`src/rtl/ci_alarm_regs.svh`:
```
// offsets, field positions, reset values, patterns and timing for the ci alarm bank
// assumes a byte-addressed axi4-lite window of 8 address bits
`ifndef CI_ALARM_REGS_SVH
`define CI_ALARM_REGS_SVH
// ----------------------------------------------------------------
// register offsets (byte addresses, one aligned word each)
// ----------------------------------------------------------------
`define OFF_INT_CTRL 8'h00
`define OFF_LINK_SEL 8'h04
`define OFF_CI_CTRL 8'h08
`define OFF_STATUS 8'h0C
`define OFF_CLEAR 8'h10
`define OFF_ENABLE 8'h14
// ----------------------------------------------------------------
// field positions and widths
// ----------------------------------------------------------------
`define INT_CTRL_W 3
`define LINK_SEL_W 2
`define CI_CTRL_W 4
`define STAT_W 2
`define STAT_AIS_BIT 0
`define STAT_RAI_BIT 1
// ----------------------------------------------------------------
// reset values and codes
// ----------------------------------------------------------------
`define INT_CTRL_RST 3'h0
`define LINK_SEL_RST 2'h0
`define CI_CTRL_RST 4'h0
`define STAT_RST 2'h0
`define CI_SEL_AIS 2'h1
`define CI_SEL_RAI 2'h2
`define RESP_OKAY 2'h0
`define RESP_SLVERR 2'h2
// ----------------------------------------------------------------
// patterns (sent lsb first) and timing
// ----------------------------------------------------------------
`define AIS_SIG_PAT 16'h7CFF
`define RAI_MSG_PAT 16'h00FF
`define RAI_SIG_PAT 16'h3EFF
`define AIS_LAST_POS 9'h181
`define RAI_MSG_MS 990
`define RAI_SIG_MS 90
`define CLK_KHZ 100000
`endif

```
`src/rtl/ci_alarm_pkg.sv`:
```
// types shared by the framer control and ci alarm bank
// assumes the constants header is included by the design file
package ci_alarm_pkg;
  typedef enum logic [3:0]
  {
    G_OFF = 4'h1,
    G_AIS = 4'h2,
    G_MSG = 4'h4,
    G_SIG = 4'h8
  } gen_state_t;
  typedef struct packed
  {
    logic status_clear_style_select;
    logic enable_autoclear_on_read;
    logic framer_irq_master_enable;
  } int_ctrl_t;
  typedef struct packed
  {
    logic [1:0] ci_alarm_transmit_select;
    logic [1:0] ci_alarm_detect_select;
  } ci_ctrl_t;
endpackage

```
`src/rtl/framer_control_and_ci_alarm_regs.sv`:
```
// framer interrupt control, link controller select and ci alarm generation/detection
// assumes line bit strobes and esf indication come from framer logic on aclk
`timescale 1ns/10ps
`include "ci_alarm_regs.svh"

// Functional notes
// interrupt control bit 2 picks clear-on-read (0) or write-to-clear (1) for status bits.
// with enable auto-clear at 0, enable bits keep their value when status is read.
// with enable auto-clear at 1, reading a status bit clears its matching enable bit.
// interrupt control bit 0 gates every framer interrupt: 0 blocks, 1 permits.
// controller select 00 or 11 picks controller one, 01 picks two, 10 picks three.
// alarm transmit field [3:2]: 00/11 off, 01 unframed indication alarm, 10 remote alarm.
// alarm generation only acts while the framer runs extended superframe.
// the indication alarm is all ones with a 16-bit signature, lsb first, every 386 bits.
// the remote alarm repeats every 1.08 s: 0.99 s of message then 90 ms of signature.
// remote alarm message is 00000000 11111111, its signature 00111110 11111111, lsb first.
// alarm detect field [1:0]: 00/11 off, 01 indication alarm, 10 remote alarm, esf only.
// all fields reset to zero: interrupts, generation and detection off, controller one.
// reserved bits read as zero and ignore writes.
// a recognised enabled alarm sets a status flag reported by the interrupt logic.
module framer_control_and_ci_alarm_regs #(
  parameter int RAI_MSG_CYC = `RAI_MSG_MS * `CLK_KHZ,
  parameter int RAI_SIG_CYC = `RAI_SIG_MS * `CLK_KHZ
) (
  input wire logic aclk,
  input wire logic aresetn,
  input wire logic awvalid,
  output logic awready,
  input wire logic [7:0] awaddr,
  input wire logic wvalid,
  output logic wready,
  input wire logic [31:0] wdata,
  input wire logic [3:0] wstrb,
  output logic bvalid,
  input wire logic bready,
  output logic [1:0] bresp,
  input wire logic arvalid,
  output logic arready,
  input wire logic [7:0] araddr,
  output logic rvalid,
  input wire logic rready,
  output logic [31:0] rdata,
  output logic [1:0] rresp,
  input wire logic esf_mode,
  input wire logic tx_bit_en,
  input wire logic rx_bit_en,
  input wire logic rx_bit,
  output logic tx_ci_bit,
  output logic tx_ci_active,
  output logic [2:0] hdlc_ctrl_onehot,
  output logic irq
);
  // ----------------------------------------------------------------
  // state
  // ----------------------------------------------------------------
  logic aw_full_r, aw_full_nxt, w_full_r, w_full_nxt;
  logic [7:0] waddr_r, waddr_nxt, wbyte_r, wbyte_nxt;
  logic wlane_r, wlane_nxt;
  logic bvalid_r, bvalid_nxt, rvalid_r, rvalid_nxt;
  logic [1:0] bresp_r, bresp_nxt, rresp_r, rresp_nxt;
  logic [31:0] rdata_r, rdata_nxt;
  ci_alarm_pkg::int_ctrl_t int_r, int_nxt;
  logic [`LINK_SEL_W-1:0] lsel_r, lsel_nxt;
  ci_alarm_pkg::ci_ctrl_t ci_r, ci_nxt;
  logic [`STAT_W-1:0] stat_r, stat_nxt, en_r, en_nxt, hit_r, hit_nxt;
  logic [2:0] sel_r, sel_nxt;
  logic [15:0] sh_r, sh_nxt;
  ci_alarm_pkg::gen_state_t gen_r, gen_nxt;
  logic [26:0] tmr_r, tmr_nxt;
  logic [8:0] pos_r, pos_nxt;
  logic bit_r, bit_nxt, act_r, act_nxt;
  logic wr_go, rd_go, rd_status;
  logic [1:0] tx_mode;
  // patterns held as vectors so one bit can be picked by index
  localparam logic [15:0] AIS_PAT = `AIS_SIG_PAT;
  localparam logic [15:0] RAI_MSG_PAT_V = `RAI_MSG_PAT;
  localparam logic [15:0] RAI_SIG_PAT_V = `RAI_SIG_PAT;

  function automatic logic is_mapped(input logic [7:0] a);
    is_mapped = (a == `OFF_INT_CTRL) || (a == `OFF_LINK_SEL) || (a == `OFF_CI_CTRL) ||
                (a == `OFF_STATUS) || (a == `OFF_CLEAR) || (a == `OFF_ENABLE);
  endfunction

  // ----------------------------------------------------------------
  // axi4-lite slave
  // ----------------------------------------------------------------
  assign awready = !aw_full_r && !bvalid_r;
  assign wready = !w_full_r && !bvalid_r;
  assign arready = !rvalid_r;
  assign wr_go = aw_full_r && w_full_r && !bvalid_r;
  assign rd_go = arvalid && arready;
  assign rd_status = rd_go && (araddr == `OFF_STATUS);
  assign bvalid = bvalid_r;
  assign bresp = bresp_r;
  assign rvalid = rvalid_r;
  assign rdata = rdata_r;
  assign rresp = rresp_r;

  always_comb
  begin
    aw_full_nxt = aw_full_r;
    w_full_nxt = w_full_r;
    waddr_nxt = waddr_r;
    wbyte_nxt = wbyte_r;
    wlane_nxt = wlane_r;
    bvalid_nxt = bvalid_r;
    bresp_nxt = bresp_r;
    rvalid_nxt = rvalid_r;
    rresp_nxt = rresp_r;
    rdata_nxt = rdata_r;
    if (awvalid && awready)
    begin
      aw_full_nxt = 1'b1;
      waddr_nxt = awaddr;
    end
    if (wvalid && wready)
    begin
      w_full_nxt = 1'b1;
      wbyte_nxt = wdata[7:0];
      wlane_nxt = wstrb[0];
    end
    if (wr_go)
    begin
      aw_full_nxt = 1'b0;
      w_full_nxt = 1'b0;
      bvalid_nxt = 1'b1;
      bresp_nxt = is_mapped(waddr_r) ? `RESP_OKAY : `RESP_SLVERR;
    end
    if (bvalid_r && bready)
    begin
      bvalid_nxt = 1'b0;
    end
    if (rvalid_r && rready)
    begin
      rvalid_nxt = 1'b0;
    end
    if (rd_go)
    begin
      rvalid_nxt = 1'b1;
      rresp_nxt = is_mapped(araddr) ? `RESP_OKAY : `RESP_SLVERR;
      // unused upper bits read as zero
      unique case (araddr)
        `OFF_INT_CTRL: rdata_nxt = {29'h0000_0000, int_r};
        `OFF_LINK_SEL: rdata_nxt = {30'h0000_0000, lsel_r};
        `OFF_CI_CTRL: rdata_nxt = {28'h000_0000, ci_r};
        `OFF_STATUS: rdata_nxt = {30'h0000_0000, stat_r};
        `OFF_ENABLE: rdata_nxt = {30'h0000_0000, en_r};
        default: rdata_nxt = 32'h0000_0000;
      endcase
    end
  end

  // ----------------------------------------------------------------
  // control, status and enable registers
  // ----------------------------------------------------------------
  always_comb
  begin
    int_nxt = int_r;
    lsel_nxt = lsel_r;
    ci_nxt = ci_r;
    en_nxt = en_r;
    stat_nxt = stat_r;
    if (wr_go && wlane_r)
    begin
      unique case (waddr_r)
        `OFF_INT_CTRL: int_nxt = ci_alarm_pkg::int_ctrl_t'(wbyte_r[`INT_CTRL_W-1:0]);
        `OFF_LINK_SEL: lsel_nxt = wbyte_r[`LINK_SEL_W-1:0];
        `OFF_CI_CTRL: ci_nxt = ci_alarm_pkg::ci_ctrl_t'(wbyte_r[`CI_CTRL_W-1:0]);
        `OFF_ENABLE: en_nxt = wbyte_r[`STAT_W-1:0];
        `OFF_CLEAR:
        begin
          if (int_r.status_clear_style_select)
          begin
            stat_nxt = stat_nxt & ~wbyte_r[`STAT_W-1:0];
          end
        end
        default: ;
      endcase
    end
    if (rd_status)
    begin
      if (!int_r.status_clear_style_select)
      begin
        stat_nxt = stat_nxt & ~stat_r;
      end
      if (int_r.enable_autoclear_on_read)
      begin
        en_nxt = en_nxt & ~stat_r;
      end
    end
    // a new event in the clearing cycle survives
    stat_nxt = stat_nxt | hit_r;
  end

  // r05 decode kept in a flop so the select lines never glitch
  always_comb
  begin
    unique case (lsel_r)
      2'h1: sel_nxt = 3'h2;
      2'h2: sel_nxt = 3'h4;
      default: sel_nxt = 3'h1;
    endcase
  end

  assign irq = int_r.framer_irq_master_enable && |(stat_r & en_r);
  assign hdlc_ctrl_onehot = sel_r;

  // ----------------------------------------------------------------
  // alarm detection
  // ----------------------------------------------------------------
  // single signature match, no persistence filter; software qualifies
  always_comb
  begin
    sh_nxt = sh_r;
    hit_nxt = '0;
    if (rx_bit_en)
    begin
      sh_nxt = {rx_bit, sh_r[15:1]};
      if (esf_mode)
      begin
        hit_nxt[`STAT_AIS_BIT] = (ci_r.ci_alarm_detect_select == `CI_SEL_AIS) &&
                                 (sh_nxt == `AIS_SIG_PAT);
        hit_nxt[`STAT_RAI_BIT] = (ci_r.ci_alarm_detect_select == `CI_SEL_RAI) &&
                                 (sh_nxt == `RAI_SIG_PAT);
      end
    end
  end

  // ----------------------------------------------------------------
  // alarm generation
  // ----------------------------------------------------------------
  assign tx_mode = esf_mode ? ci_r.ci_alarm_transmit_select : 2'h0;

  always_comb
  begin
    gen_nxt = gen_r;
    tmr_nxt = tmr_r;
    pos_nxt = pos_r;
    bit_nxt = bit_r;
    unique case (gen_r)
      ci_alarm_pkg::G_OFF:
      begin
        pos_nxt = 9'h000;
        tmr_nxt = 27'h000_0000;
        bit_nxt = 1'b1;
        if (tx_mode == `CI_SEL_AIS)
        begin
          gen_nxt = ci_alarm_pkg::G_AIS;
        end
        else if (tx_mode == `CI_SEL_RAI)
        begin
          gen_nxt = ci_alarm_pkg::G_MSG;
        end
      end
      ci_alarm_pkg::G_AIS:
      begin
        if (tx_mode != `CI_SEL_AIS)
        begin
          gen_nxt = ci_alarm_pkg::G_OFF;
        end
        else if (tx_bit_en)
        begin
          bit_nxt = (pos_r < 9'h010) ? AIS_PAT[pos_r[3:0]] : 1'b1;
          pos_nxt = (pos_r == `AIS_LAST_POS) ? 9'h000 : pos_r + 9'h001;
        end
      end
      ci_alarm_pkg::G_MSG,
      ci_alarm_pkg::G_SIG:
      begin
        if (tx_mode != `CI_SEL_RAI)
        begin
          gen_nxt = ci_alarm_pkg::G_OFF;
        end
        else
        begin
          tmr_nxt = tmr_r + 27'h000_0001;
          if (gen_r == ci_alarm_pkg::G_MSG && tmr_r == 27'(RAI_MSG_CYC - 1))
          begin
            gen_nxt = ci_alarm_pkg::G_SIG;
            tmr_nxt = 27'h000_0000;
          end
          if (gen_r == ci_alarm_pkg::G_SIG && tmr_r == 27'(RAI_SIG_CYC - 1))
          begin
            gen_nxt = ci_alarm_pkg::G_MSG;
            tmr_nxt = 27'h000_0000;
          end
          if (tx_bit_en)
          begin
            bit_nxt = (gen_r == ci_alarm_pkg::G_MSG) ? RAI_MSG_PAT_V[pos_r[3:0]]
                                                     : RAI_SIG_PAT_V[pos_r[3:0]];
            pos_nxt = {5'h00, pos_r[3:0] + 4'h1};
          end
        end
      end
      default: gen_nxt = ci_alarm_pkg::G_OFF;
    endcase
    act_nxt = (gen_nxt != ci_alarm_pkg::G_OFF);
  end

  assign tx_ci_bit = bit_r;
  assign tx_ci_active = act_r;

  // ----------------------------------------------------------------
  // registers
  // ----------------------------------------------------------------
  always_ff @(posedge aclk)
  begin
    if (!aresetn)
    begin
      aw_full_r <= 1'b0;
      w_full_r <= 1'b0;
      waddr_r <= 8'h00;
      wbyte_r <= 8'h00;
      wlane_r <= 1'b0;
      bvalid_r <= 1'b0;
      bresp_r <= `RESP_OKAY;
      rvalid_r <= 1'b0;
      rresp_r <= `RESP_OKAY;
      rdata_r <= 32'h0000_0000;
      int_r <= `INT_CTRL_RST;
      lsel_r <= `LINK_SEL_RST;
      ci_r <= `CI_CTRL_RST;
      stat_r <= `STAT_RST;
      en_r <= `STAT_RST;
      hit_r <= `STAT_RST;
      sel_r <= 3'h1;
      sh_r <= 16'h0000;
      gen_r <= ci_alarm_pkg::G_OFF;
      tmr_r <= 27'h000_0000;
      pos_r <= 9'h000;
      bit_r <= 1'b1;
      act_r <= 1'b0;
    end
    else
    begin
      aw_full_r <= aw_full_nxt;
      w_full_r <= w_full_nxt;
      waddr_r <= waddr_nxt;
      wbyte_r <= wbyte_nxt;
      wlane_r <= wlane_nxt;
      bvalid_r <= bvalid_nxt;
      bresp_r <= bresp_nxt;
      rvalid_r <= rvalid_nxt;
      rresp_r <= rresp_nxt;
      rdata_r <= rdata_nxt;
      int_r <= int_nxt;
      lsel_r <= lsel_nxt;
      ci_r <= ci_nxt;
      stat_r <= stat_nxt;
      en_r <= en_nxt;
      hit_r <= hit_nxt;
      sel_r <= sel_nxt;
      sh_r <= sh_nxt;
      gen_r <= gen_nxt;
      tmr_r <= tmr_nxt;
      pos_r <= pos_nxt;
      bit_r <= bit_nxt;
      act_r <= act_nxt;
    end
  end
endmodule

```
`config.mk`:
```
export PLATFORM = sky130hd
export DESIGN_NAME = framer_control_and_ci_alarm_regs
export DESIGN_NICKNAME = d
export VERILOG_FILES = /design/src/rtl/ci_alarm_pkg.sv /design/src/rtl/framer_control_and_ci_alarm_regs.sv
export VERILOG_INCLUDE_DIRS = /design/src /design/src/rtl
export SDC_FILE = /design/constraint.sdc
export NUM_CORES = 1
export LEC_CHECK = 0
export ABC_AREA = 1
export BUFFER_PORTS_ARGS = -buffer_cell sky130_fd_sc_hd__buf_2
export CAP_MARGIN = 20
export CORE_MARGIN = 2
export CORE_UTILIZATION = 40
export CTS_CLUSTER_DIAMETER = 100
export CTS_CLUSTER_SIZE = 10
export DETAILED_ROUTE_END_ITERATION = 10
export PLACE_DENSITY = 0.59
export SETUP_SLACK_MARGIN = 0.15
export SYNTH_ARGS = -nofsm -noshare
export SYNTH_HDL_FRONTEND = slang
export SYNTH_SLANG_ARGS = --single-unit
```
`constraint.sdc`:
```
create_clock -name aclk -period 4.68 [get_ports aclk]
set_input_delay 0.468 -clock aclk [delete_from_list [all_inputs] [get_ports aclk]]
set_output_delay 0.468 -clock aclk [all_outputs]
set_load 0.1 [all_outputs]
```
# ---- Yosys cells after proc, flatten, opt, wreduce, memory -nomap -nowiden
# Memories as Yosys holds them, arrays and structs flattened. A register that Yosys moved wholly into a read port is not among the register bits.
# Cells that the tools add are included.
dict set report op_classes {
  addsub 3
  order_cmp 2
  n_eq_ne 32
  n_mux 49
  bitwise_logic 8
  reduce_logical 45
}
# operator count
set ops {}
lappend ops {{two-way mux 27 bit} 3}
lappend ops {{one-hot mux 27 bit (2 select lines)} 1}
lappend ops {{two-way mux 4 bit} 12}
lappend ops {{two-way mux 9 bit} 5}
lappend ops {{equality test 8 x 4 -> 1 bit, second input constant} 4}
lappend ops {{equality test 8 x 5 -> 1 bit, second input constant} 4}
lappend ops {{adder 27 x 1 -> 27 bit, second input constant} 1}
lappend ops {{equality test 27 x 24 -> 1 bit, second input constant} 1}
lappend ops {{equality test 27 bit, second input constant} 1}
lappend ops {{one-hot mux 9 bit (3 select lines)} 1}
lappend ops {{two-way mux 2 bit} 12}
lappend ops {{one-hot mux 4 bit (5 select lines)} 1}
lappend ops {{equality test 16 x 14 -> 1 bit, second input constant} 1}
lappend ops {{equality test 16 x 15 -> 1 bit, second input constant} 1}
lappend ops {{equality test 8 x 3 -> 1 bit, second input constant} 2}
lappend ops {{logical AND 1 bit} 16}
lappend ops {{zero test 8 bit} 2}
lappend ops {{one-hot mux 4 bit (3 select lines)} 1}
lappend ops {{two-way mux 1 bit} 11}
lappend ops {{logical OR 1 bit} 10}
lappend ops {{!= test 2 bit, second input constant} 5}
lappend ops {{adder 9 x 1 -> 9 bit, second input constant} 1}
lappend ops {{equality test 9 bit, second input constant} 1}
lappend ops {{less-than comparator 9 x 5 -> 1 bit, second input constant} 1}
lappend ops {{23 further kinds} 41}
dict set report word_totals {
  ff_bits 129
  rom_bits 48
  inputBits 63
  out_inout_bits 47
  elab_cells 168
  memories 3
}
# name depth word_bits read_ports rd_ports_with_merged_regs wr line
set memory_table {}
lappend memory_table {{(no name shown)} 16 1 1 1 0 framer_control_and_ci_alarm_regs.sv:290} ;# : RAI_SIG_PAT_V[pos_r[3:0]];
lappend memory_table {{(no name shown)} 16 1 1 1 0 framer_control_and_ci_alarm_regs.sv:289} ;# bit_nxt = (gen_r == ci_alarm_pkg::G_MSG) ? RAI_MSG_PAT_V[pos_r[3:0]]
lappend memory_table {{(no name shown)} 16 1 1 1 0 framer_control_and_ci_alarm_regs.sv:263} ;# bit_nxt = (pos_r < 9'h010) ? AIS_PAT[pos_r[3:0]] : 1'b1;

# ---- Logic depth before layout (Yosys ltp)
# Gate-level depths: netlist of run 1.
dict set report logic_depth {
  word_depth 9
  ltp_mapped 14
  mapped_depth_nobuf 14
}

# ---- Worst setup path after synthesis of run 1
# OpenSTA, ideal clock, no wires.
dict set report synth_timing {
  path_type {register -> register}
  startpoint {register bvalid_r, in the netlist bvalid}
  endpoint {register waddr_r[7]}
  setup_ns 0.127
  arrival_time_ns 2.919
  required_ns 4.553
  slack_ns 1.634
  path_stages_with_launch 6
  cell_sequence {dfxtp_1 > nor2_1 > nand2_1 > clkbuf_1 > o21ai_0 > a21oi_1}
}
dict set report synth_between {
  elab_chain_len 3
}
# item line
set synth_lines {}
lappend synth_lines {{start, declared} framer_control_and_ci_alarm_regs.sv:59} ;# logic bvalid_r, bvalid_nxt, rvalid_r, rvalid_nxt;
lappend synth_lines {{start signal, assigned} framer_control_and_ci_alarm_regs.sv:341} ;# bvalid_r <= bvalid_nxt;
lappend synth_lines {{zero test 1 bit} framer_control_and_ci_alarm_regs.sv:87} ;# assign awready = !aw_full_r && !bvalid_r;
lappend synth_lines {{logical AND 1 bit} framer_control_and_ci_alarm_regs.sv:87}
lappend synth_lines {{named net awready} framer_control_and_ci_alarm_regs.sv:28} ;# output logic awready,
lappend synth_lines {{logical AND 1 bit} framer_control_and_ci_alarm_regs.sv:111} ;# if (awvalid && awready)
lappend synth_lines {{end signal, assigned} framer_control_and_ci_alarm_regs.sv:338} ;# waddr_r <= waddr_nxt;
lappend synth_lines {{end, declared} framer_control_and_ci_alarm_regs.sv:57} ;# logic [7:0] waddr_r, waddr_nxt, wbyte_r, wbyte_nxt;
# The timed path passes the listed nets, and every way through them passes these cells.
# A chain may end at the register's enable or synchronous reset.

# ---- Worst setup path after layout of run 1
dict set report layout_timing {
  startpoint {register tmr_r[0]}
  endpoint {register tmr_r[13]}
}
dict set report layout_between {
  elab_chain_len 6
  word_cells_on_any_way 9
}
# item line
set layout_lines {}
lappend layout_lines {{start, declared} framer_control_and_ci_alarm_regs.sv:69} ;# logic [26:0] tmr_r, tmr_nxt;
lappend layout_lines {{start signal, assigned} framer_control_and_ci_alarm_regs.sv:355} ;# tmr_r <= tmr_nxt;
lappend layout_lines {{branches (longest 3 deep; another with adder 27 x 1 -> 27 bit)} -}
lappend layout_lines {{two-way mux 27 bit *} framer_control_and_ci_alarm_regs.sv:282} ;# if (gen_r == ci_alarm_pkg::G_SIG && tmr_r == 27'(RAI_SIG_CYC - 1))
lappend layout_lines {{two-way mux 27 bit *} framer_control_and_ci_alarm_regs.sv:270} ;# if (tx_mode != `CI_SEL_RAI)
lappend layout_lines {{one-hot mux 27 bit (2 select lines) *} framer_control_and_ci_alarm_regs.sv:240} ;# unique case (gen_r)
# Mark *: on every way between the ends. The select of a mux whose other input is x is not followed.

==> results of run 1 <==
[metrics by stage]
stage          setup WS [ns]  area (sq um)  power, mW  hold slack [ns]  utilization [%]
3_3_place_gp            2.56          5470       1.19            0.433             43.1
6_report                2.59          5780       1.94            0.286             45.6
5_1_grt                 2.40          5780       2.03            0.273             45.6
3_5_place_dp            2.56          5470       1.19            0.439             43.1
4_1_cts                 2.61          5780       1.97            0.270             45.6
2_1_floorplan           1.63          5330       1.17            0.415                -
[area by class of cell]
type | instances | area (sq um)
Inverter | 102 | 383
Sequential cell | 101 | 2020
Multi-Input combinational cell | 525 | 2600
Fill cell | 1340 | 6900
Tap cell | 172 | 215
Clock buffer | 11 | 243
Clock inverter | 5 | 66.3
Timing Repair Buffer | 49 | 248
[layout by cell type, fill, tap and decap left out, drive strengths merged, types with 11 or more instances in the layout]
cell    Yosys  routed
nor2      111     111
buf        37      49
nor3       24      24
nand2     129     129
clkbuf     12      11
conb        1      30
xor2       16      16
inv       102     104
a21oi      46      46
nand4      20      20
nand3      54      54
o21ai      57      57
dfxtp     101     101
[cell families (layout without fill, tap and decap cells)]
| logic type | count (synthesis) | count (layout) | share of synthesized area (%) |
|---|---|---|---|
| AND/OR/NAND/NOR | 352 | 352 | 31.0 |
| buffers and inverters | 151 | 167 | 13.6 |
| AO/OA/AOI/OAI | 119 | 119 | 12.3 |
| flip-flops | 101 | 101 | 38.7 |
| XOR/XNOR | 19 | 19 | 3.19 |
| adder cells (fa/ha/maj) | 5 | 5 | 1.20 |
| other | 1 | 30 | 0.0718 |
[flip-flops by register name, summed over array words and instances (netlist names), 2 cells and up, named ones only]
register / count
tmr_r: 27
sh_r: 15
pos_r: 9
waddr_r: 8
ci_r: 4
gen_r: 4
rdata: 4
wbyte_r: 4
hdlc_ctrl_onehot: 3
int_r: 3
en_r: 2
hit_r: 2
lsel_r: 2
stat_r: 2
[final timing paths]
path         cells past startpoint  slack, ns     start        end
max                              8       2.59  tmr_r[0]  tmr_r[13]
max reg2reg                      8       2.59  tmr_r[0]  tmr_r[13]
min                              2       0.29    bready     bvalid
min reg2reg                      2       0.45  hit_r[0]  stat_r[0]
[cells in the mapped netlist (5+ instances only)]
cell	number
xor2_1	16
dfxtp_1	101
nor4_1	5
nand3_1	51
clkbuf_1	12
o21ai_0	54
nand4_1	20
inv_1	101
nor2_2	7
nor2_1	102
a21oi_1	45
a211oi_1	6
buf_4	32
nor3_1	21
nand2_1	123
ha_1	5
[power groups by stage]
stage	clock network, mW	registers [mW]	logic [mW]
after detailed placement	0	0.922	0.270
after global routing	0.835	0.906	0.289
after CTS	0.796	0.902	0.270
final	0.771	0.902	0.270
after global placement	0	0.921	0.267
after floorplan	0	0.952	0.218
[routing by layer]
metal  share of wire, %  vias to the layer above  global-route usage (%)  routed length [um]
met5                  0                        -                       0                   0
met4                1.3                        0                    6.10                 150
met3                3.6                       10                    4.10                 410
met2                 46                       88                    27.5                5200
met1                 49                     2099                    22.2                5560
li1                   -                     2452                       -                   -
==> results_dict.tcl, run 1 <==
set metrics [dict create \
    antenna_cells 0 \
    hold_buffers 0 \
    powerDensity_nw_per_um2 337 \
    fmax_mhz 478 \
    worstPathArrival_ns 2.32 \
    dr.pass1.iters 5 \
    synth_top_cell_by_area "dfxtp_1" \
    clock_sink_count 101 \
    ys_ff_latch 101 \
    cts_root_buf "clkbuf_16" \
    min_path_type "input pin to flip-flop" \
    slowest_delay_ns 0.38 \
    via_per_inst 4.82 \
    intPower_mw 1.36 \
    power.switching_mw 0.583 \
    cpLargestDelayFamily "simple AND/OR/NAND/NOR gates" \
    vdd_ir_drop_max_uv 209 \
    setup-violations-final 0 \
    finalCritPeriodShare_pct 44.7 \
    critPathMostFrequentCell "nor2_1" \
    cpMaxStageDelayCell "dfxtp_1" \
    relSlewSlack_pct 41.6 \
    dieHeight_um 118 \
    post-place-cells 949 \
    p_sw_share_pct 30.0 \
    synth_edf_count 0 \
    clk_pin_slew_ns 0.07 \
    globalRoute.totalOverflow 0 \
    clockBufferDepth 2 \
    cp.buffers_inverters 0 \
    grt_max_degree 53 \
    fin_crit_ns 2.09 \
    syn_inst 748 \
    syn_area_sq_um 5220 \
    status "complete, no violations" \
    chipWidth_um 118 \
    vias 4649 \
    p_leak_nw 2.41 \
    worst_pin_slew_ns 0.875 \
    yosys-top-cells-area "dfxtp_1 39%, nand2_1 8.8%, nor2_1 7.3%, inv_1 7.3%, o21ai_0 5.2%" \
    core_sq_um 12700 \
    wl_per_cell_um 11.7 \
    crit_required_ns 4.90 \
    pwr-share-comb_pct 13.9 \
    synthFlopType "dfxtp_1" \
    synth_seq_area_share_pct 38.7 \
    syn_area_per_cell_sq_um 6.98 \
    cts_tree "yes" \
    pin_count 110 \
    synth_top_area_share_pct 38.7 \
    synth_cell_types 40 \
    ant_nets 0 \
    rows 41 \
    tns_ns 0 \
    cap_violations 0 \
    drc 0 \
    gr-usage-all-layers_pct 17.1 \
    io_buffers 48 \
    path_max_fanout 23 \
    drt_iter0_drc 227 \
    wirelength_um 11300 \
    p_seq_share_pct 46.4 \
    routabilityCongestion 0.880 \
    ys_warn_count 0 \
    nets 856 \
    post_cts_resized 0 \
    finalClockSkew_ns 0.0119 \
    hold_viol_final 0 \
    ys_async_sr_fraction_pct 0 \
    cts_inserted_buffers 9 \
    slew_violations 0 \
    grt_pass1_vias 4377 \
    drive_gt1_share_pct 11.2 \
    end_kind "flip-flop" \
    die_area_sq_um 14000 \
    cts_setup_buffers 0 \
    antenna_found_initial 0 \
    cp-start-kind "flip-flop" \
    area_growth_pct 10.6 \
    rsz0062_at_grt "no" \
    clock_power_share_pct 39.7 \
    htreeDepth 3 \
    clk-insertion-delay-late_ns 0.35 \
    dpl.hpwl_um 8290 \
    start_util_pct 41.2 \
    path_class "flip-flop to flip-flop" \
    final_cells 965 \
    crit_chain "ha_1, nand3_2, nor2_1, nand3_1, nor3_2, o21ai_1, nand2_2, nor2_1" \
    grt_pass1_wl_um 19700 \
]
(Power assumes the default switching activity.)
==> run 2, diff against run 1 <==
--- a/config.mk
+++ b/config.mk
@@ -6,7 +6,7 @@
 export SDC_FILE = /design/constraint.sdc
 export NUM_CORES = 1
 export LEC_CHECK = 0
-export ABC_AREA = 1
+export ABC_AREA = 0
 export BUFFER_PORTS_ARGS = -buffer_cell sky130_fd_sc_hd__buf_2
 export CAP_MARGIN = 20
 export CORE_MARGIN = 2
@@ -14,7 +14,7 @@
 export CTS_CLUSTER_DIAMETER = 100
 export CTS_CLUSTER_SIZE = 10
 export DETAILED_ROUTE_END_ITERATION = 10
-export PLACE_DENSITY = 0.59
+export PLACE_DENSITY = 0.61
 export SETUP_SLACK_MARGIN = 0.15
 export SYNTH_ARGS = -nofsm -noshare
 export SYNTH_HDL_FRONTEND = slang
==> constraint.sdc (replaced) <==
create_clock -name aclk -period 1.87 [get_ports aclk]
set_input_delay 0.187 -clock aclk [delete_from_list [all_inputs] [get_ports aclk]]
set_output_delay 0.187 -clock aclk [all_outputs]
set_load 0.1 [all_outputs]
==> run 2 against run 1 <==
The flow now finishes with violations (negative setup slack). Core utilization up 6.8 points. Fmax up 4.0%. Synthesized cell count down 26%. Global-route usage down 1.0 points. Flip-flop and latch count unchanged. Non-clock buffer count up 68. Worst hold slack worse by 0.22 ns. Area after synthesis down 0.53%. Largest cell class unchanged. Sequential power up 150%.
==> results_dict.tcl, run 2 <==
set metrics [dict create \
    status "complete, but fails checks" \
    violations "negative setup slack" \
    drt_iter0_drc 164 \
    via_per_inst 4.95 \
    synth_seq_area_share_pct 38.9 \
    cpMaxStageDelayCell "or4b_4" \
    clock_sink_count 101 \
    ys_ff_latch 101 \
    crit_chain "or4b_4, o41ai_4, buf_4, o2bb2ai_4, nor3b_2, o21a_2, o211ai_1" \
    grt_max_degree 49 \
    path_max_fanout 5 \
    grt_pass1_wl_um 18500 \
    end_kind "flip-flop" \
    cts_tree "yes" \
    die_area_sq_um 13900 \
    setup-violations-final 40 \
    p_total_mw 4.74 \
    worst_pin_slew_ns 0.570 \
    synth_most_common_cell "dfxtp_1" \
    pin_count 110 \
    fmax_mhz 497 \
    gr-usage-all-layers_pct 16.0 \
    hold_start "arvalid" \
    path_class "flip-flop to flip-flop" \
    p_seq_share_pct 46.8 \
    place_ws_ns -0.155 \
    slowest_delay_ns 0.55 \
    rows 41 \
    pwr-share-comb_pct 12.6 \
    core_sq_um 12700 \
    synth_top_area_share_pct 38.9 \
    worstPathArrival_ns 2.25 \
    regMostFlops "tmr_r" \
    io_buffers 48 \
    fin_ws_ns -0.144 \
    hold_viol_final 0 \
    yosys-top-cells-area "dfxtp_1 39%, mux2i_1 7.3%, nor2b_1 5.4%, buf_4 4.6%, nand2_1 2.7%" \
    worst-path-stages 7 \
    area_growth_pct 27.9 \
    syn_area_sq_um 5190 \
    rsz0062_at_grt "yes" \
    dr.pass1.iters 5 \
    cp.buffers_inverters 1 \
    globalRoute.totalOverflow 0 \
    clk_pin_slew_ns 0.07 \
    ys_warn_count 0 \
    finalClockSkew_ns 0.00910 \
    cts_root_buf "clkbuf_16" \
    synth_edf_count 0 \
    start_util_pct 41.0 \
    relSlewSlack_pct 61.9 \
    drc 0 \
    routabilityCongestion 0.760 \
    fin_crit_ns 2.01 \
    drive_gt1_share_pct 31.2 \
    fill_cells 1155 \
    r2r_start "gen_r[3]" \
    critPathLaunch "gen_r[3]" \
    layout_common_cells "92 x dfxtp_1, 57 x buf_4, 48 x buf_2" \
    antenna_found_initial 0 \
    vias 4125 \
    crit_required_ns 2.10 \
    htreeDepth 3 \
    powerDensity_nw_per_um2 713 \
    synth_top_cell_by_area "dfxtp_1" \
    nets 724 \
    tns_ns -3.51 \
    final_common_cell "dfxtp_1" \
    syn_area_per_cell_sq_um 9.45 \
    wl_per_cell_um 13.3 \
    cpLargestDelayFamily "simple AND/OR/NAND/NOR gates" \
    min_path_type "input pin to flip-flop" \
    clockBufferDepth 2 \
    clock_power_share_pct 40.6 \
    wirelength_um 11100 \
    cap_violations 0 \
    synth_cell_types 65 \
    dieHeight_um 118 \
    cts_inserted_buffers 9 \
    largest_reg_flops 27 \
    reg_top3 "tmr_r: 27 flops, sh_r: 15 flops, pos_r: 9 flops" \
    intPower_mw 3.37 \
    finalCritPeriodShare_pct 108 \
    p_sw_share_pct 28.9 \
    ys_async_sr_fraction_pct 0 \
    power.switching_mw 1.37 \
    antenna_cells 0 \
    reg2reg_depth 7 \
    grt_pass1_vias 3974 \
    syn_inst 550 \
    ant_nets 0 \
    r2r_setup_slack_ns -0.14 \
    slew_violations 0 \
    synth_common_cells "101 x dfxtp_1, 45 x nor2b_1, 38 x mux2i_1, 38 x nand2_1, 32 x buf_4" \
    dpl_cell_area_sq_um 5920 \
    fin_area_sq_um 6640 \
    clk-insertion-delay-late_ns 0.35 \
    chipWidth_um 118 \
    cp-start-kind "flip-flop" \
    dpl.hpwl_um 7750 \
    p_leak_nw 2.59 \
    synthFlopType "dfxtp_1" \
    vdd_ir_drop_max_uv 434 \
]
## run 2: cell count changes after synthesis, sizes merged, moves of 39 or more
cell   before  now
inv       102   17
nand2     129   38
nand3      54   15
nor2      111   28
nor2b       0   45
o21ai      57   11
## run 2: what timing repair did
action	CTS	global route
hold buffers	0	0
resized for setup	24	35
endpoints found under the setup margin	50	57
pin swaps	22	15
cloned	1	2
setup buffers	6	6
## run 2: layout make-up
class | instances | area [sq um] | share of cell area, %
multi-input combinational | 410 | 3140 | 47.3
sequential | 101 | 2040 | 30.7
timing repair buffer | 117 | 877 | 13.2
clock buffer | 9 | 225 | 3.39
tap | 172 | 215 | 3.24
clock inverter | 7 | 82.6 | 1.24
inverter | 17 | 63.8 | 0.961
## run 2: metal layers
layer / part of all wire (%) / global-route usage [%] / vias up
li1: - / - / 2088
met5: 0 / 0 / -
met1: 44 / 19.0 / 1965
met4: 1.1 / 4.74 / 0
met2: 51 / 28.3 / 63
met3: 3.4 / 4.36 / 9
## run 2: power by group through the flow
stage          logic, mW  registers [mW]  clock network [mW]
2_1_floorplan      0.517            2.30                   0
3_3_place_gp       0.579            2.26                   0
3_5_place_dp       0.587            2.27                   0
4_1_cts            0.597            2.22                1.99
5_1_grt            0.627            2.22                2.07
6_report           0.598            2.22                1.92
## run 2: worst reg2reg max path: stages, from the launching register on
cell       delay [ns]
dfxtp_2          0.36
or4b_4           0.55
o41ai_4          0.24
buf_4            0.19
o2bb2ai_4        0.10
nor3b_2          0.18
o21a_2           0.18
o211ai_1         0.09
## run 2: worst min path at each step
stage,end,slack (ns),depth (start not counted)
after CTS,rvalid,0.06,2
after global placement,rvalid,0.43,2
after global routing,rvalid,0.07,2
after floorplan,gen_r[0],0.28,1
after detailed placement,rvalid,0.43,2
final,rvalid,0.07,2
## run 2: kinds of logic (layout without fill, tap and decap cells)
| family | after synthesis | after routing | share of synthesized area [%] |
|---|---|---|---|
| flops | 101 | 101 | 38.9 |
| other cells | 1 | 30 | 0.0722 |
| fa+ha+maj | 5 | 5 | 1.20 |
| buf+inv | 68 | 150 | 7.42 |
| xor+xnor | 26 | 26 | 4.38 |
| mux | 40 | 40 | 8.19 |
| simple gates | 251 | 251 | 31.0 |
| compound gates | 58 | 58 | 8.77 |
## run 2: metrics by stage
stage / instances / util [%] / hold WS, ns
after global placement: 802 / 46.7 / 0.426
after detailed placement: 802 / 46.7 / 0.433
final: 833 / 52.4 / 0.0708
after CTS: 825 / 50.4 / 0.0606
after global routing: 833 / 52.4 / 0.0687
after floorplan: 579 / - / 0.280
==> run 3, diff against run 2 <==
==> constraint.sdc (replaced) <==
create_clock -name aclk -period 1.87 [get_ports aclk]
set_input_delay 0.187 -clock aclk [delete_from_list [all_inputs] [get_ports aclk]]
set_output_delay 0.187 -clock aclk [all_outputs]
set_load 0.05 [all_outputs]
==> run 3 against run 2 <==
The flow still finishes with violations (negative setup slack). Largest cell class unchanged. Global-route usage grew 0.25 points. First-iteration DRC count shrank 7.9%. Fmax grew 0.38%. Highest routed layer unchanged. Routed wire length grew 4.5%. Die area is the same. Design area grew 5.0%.
==> results_dict.tcl, run 3 (synthesis gave the netlist of run 2 again) <==
set metrics [dict create \
    clock_power_share_pct 43.5 \
    vias 4250 \
    p_leak_nw 2.72 \
    clk-insertion-delay-late_ns 0.36 \
    hold_path_end "rvalid" \
    area_growth_pct 34.2 \
    p_sw_share_pct 25.0 \
    reg2reg_to "tmr_r[10]" \
    finalCritPeriodShare_pct 107 \
    place_ws_ns -0.197 \
    gr-usage-all-layers_pct 16.3 \
    dieHeight_um 118 \
    crit_required_ns 2.15 \
    p_seq_share_pct 47.4 \
    final_common_cell "dfxtp_1" \
    layout_common_cells "91 x dfxtp_1, 64 x buf_4, 48 x buf_2" \
    dpl.hpwl_um 7890 \
    fin_ws_ns -0.136 \
    htreeDepth 3 \
    end_kind "flip-flop" \
    reg_top3 "tmr_r: 27 flops, sh_r: 15 flops, pos_r: 9 flops" \
    wirelength_um 11600 \
    r2r_start "gen_r[3]" \
    worstPathArrival_ns 2.28 \
    io_buffers 48 \
    nets 742 \
    pin_count 110 \
    path_class "flip-flop to flip-flop" \
    setup-violations-final 31 \
    globalRoute.totalOverflow 0 \
    cp-start-kind "flip-flop" \
    cts_inserted_buffers 9 \
    grt_pass1_wl_um 18700 \
    clockBufferDepth 2 \
    dr.pass1.iters 4 \
    wl_per_cell_um 13.6 \
    path_max_fanout 6 \
    largest_reg_flops 27 \
    status "complete, but fails checks" \
    start_util_pct 41.0 \
    ant_nets 0 \
    finalClockSkew_ns 0.0107 \
    rsz0062_at_grt "yes" \
    grt_pass1_vias 4079 \
    rows 41 \
    hold_start "arvalid" \
    die_area_sq_um 13900 \
    reg2reg_depth 8 \
    grt_max_degree 44 \
    pwr-share-comb_pct 9.1 \
    cts_tree "yes" \
    r2r_setup_slack_ns -0.14 \
    chipWidth_um 118 \
    whs_path_depth 2 \
    powerDensity_nw_per_um2 670 \
    vdd_ir_drop_max_uv 404 \
    fmax_mhz 499 \
    antenna_cells 0 \
    via_per_inst 4.99 \
    regMostFlops "tmr_r" \
    drt_iter0_drc 151 \
    tns_ns -2.94 \
    clk_pin_slew_ns 0.07 \
    slew_violations 0 \
    drc 0 \
    fin_crit_ns 2.01 \
    violations "negative setup slack" \
    core_sq_um 12700 \
    cts_root_buf "clkbuf_16" \
    antenna_found_initial 0 \
    routabilityCongestion 0.771 \
    min_path_type "input pin to flip-flop" \
    clock_sink_count 101 \
    power.switching_mw 1.17 \
    hold_viol_final 0 \
    intPower_mw 3.50 \
    drive_gt1_share_pct 36.4 \
    cap_violations 0 \
]
run 3: cell count changes in the layout (fill, tap and decap cells not counted), moves of 3 or more:
cell,delta
nor3_2,+3
nand3_2,+3
nor3b_2,+10
buf_4,+7
nor2_2,-4
o21ai_0,-4
nand3_1,-3
o21ai_2,+5
buf_6,+13
nor3b_1,-10
run 3: worst max path at each step:
stage          startpoint   endpoint
6_report         gen_r[3]  tmr_r[10]
3_3_place_gp     gen_r[0]  tmr_r[11]
4_1_cts          gen_r[3]  tmr_r[25]
3_5_place_dp     gen_r[0]  tmr_r[11]
2_1_floorplan    gen_r[3]   tmr_r[8]
5_1_grt          gen_r[3]  tmr_r[14]
run 3: metal layers:
layer	share of wire [%]	vias to the layer above	GRT usage [%]	wire, um
li1	-	2127	-	-
met1	44	2046	18.9	5060
met2	52	68	28.8	6010
met3	3.3	9	4.65	383
met4	1.3	0	5.27	147
met5	0	-	0	0
run 3: metrics by stage:
step / instances / hold WS, ns / utilization [%] / cell area [sq um] / total power, mW
finish: 851 / 0.0722 / 55.0 / 6970 / 4.67
global route: 851 / 0.0758 / 55.0 / 6970 / 4.85
CTS: 842 / 0.0560 / 52.7 / 6680 / 4.73
detailed placement: 809 / 0.434 / 47.3 / 6000 / 2.68
global placement: 809 / 0.426 / 47.3 / 6000 / 2.67
floorplan: 579 / 0.280 / - / 5420 / 2.64
run 3: worst max-delay path: stages (launching register included):
cell and delay (ns):
dfxtp_4 0.36, or4b_4 0.56, o41ai_4 0.07, buf_6 0.17
buf_6 0.10, and3_4 0.21, nand4_1 0.11, xor2_1 0.17
nor3b_2 0.18
run 3: area by class of cell:
class	count	area (sq um)
clock buffer	10	229
clock inverter	6	93.8
fill	1118	5700
inverter	17	63.8
multi-input combinational	410	3290
sequential	101	2040
tap	172	215
timing repair buffer	135	1050
run 3: timing repair:
item                       CTS  global route
setup endpoints to repair   48            52
gates resized for setup     38            54
setup buffers               14             9
hold buffers                 0             0
pin swaps                   14            32
gates cloned                 3             0
run 3: power groups by stage:
stage,logic (mW),clock network (mW),registers [mW]
after global routing,0.451,2.18,2.22
after CTS,0.413,2.10,2.22
after floorplan,0.361,0,2.28
after detailed placement,0.411,0,2.26
after global placement,0.405,0,2.26
final,0.423,2.03,2.22
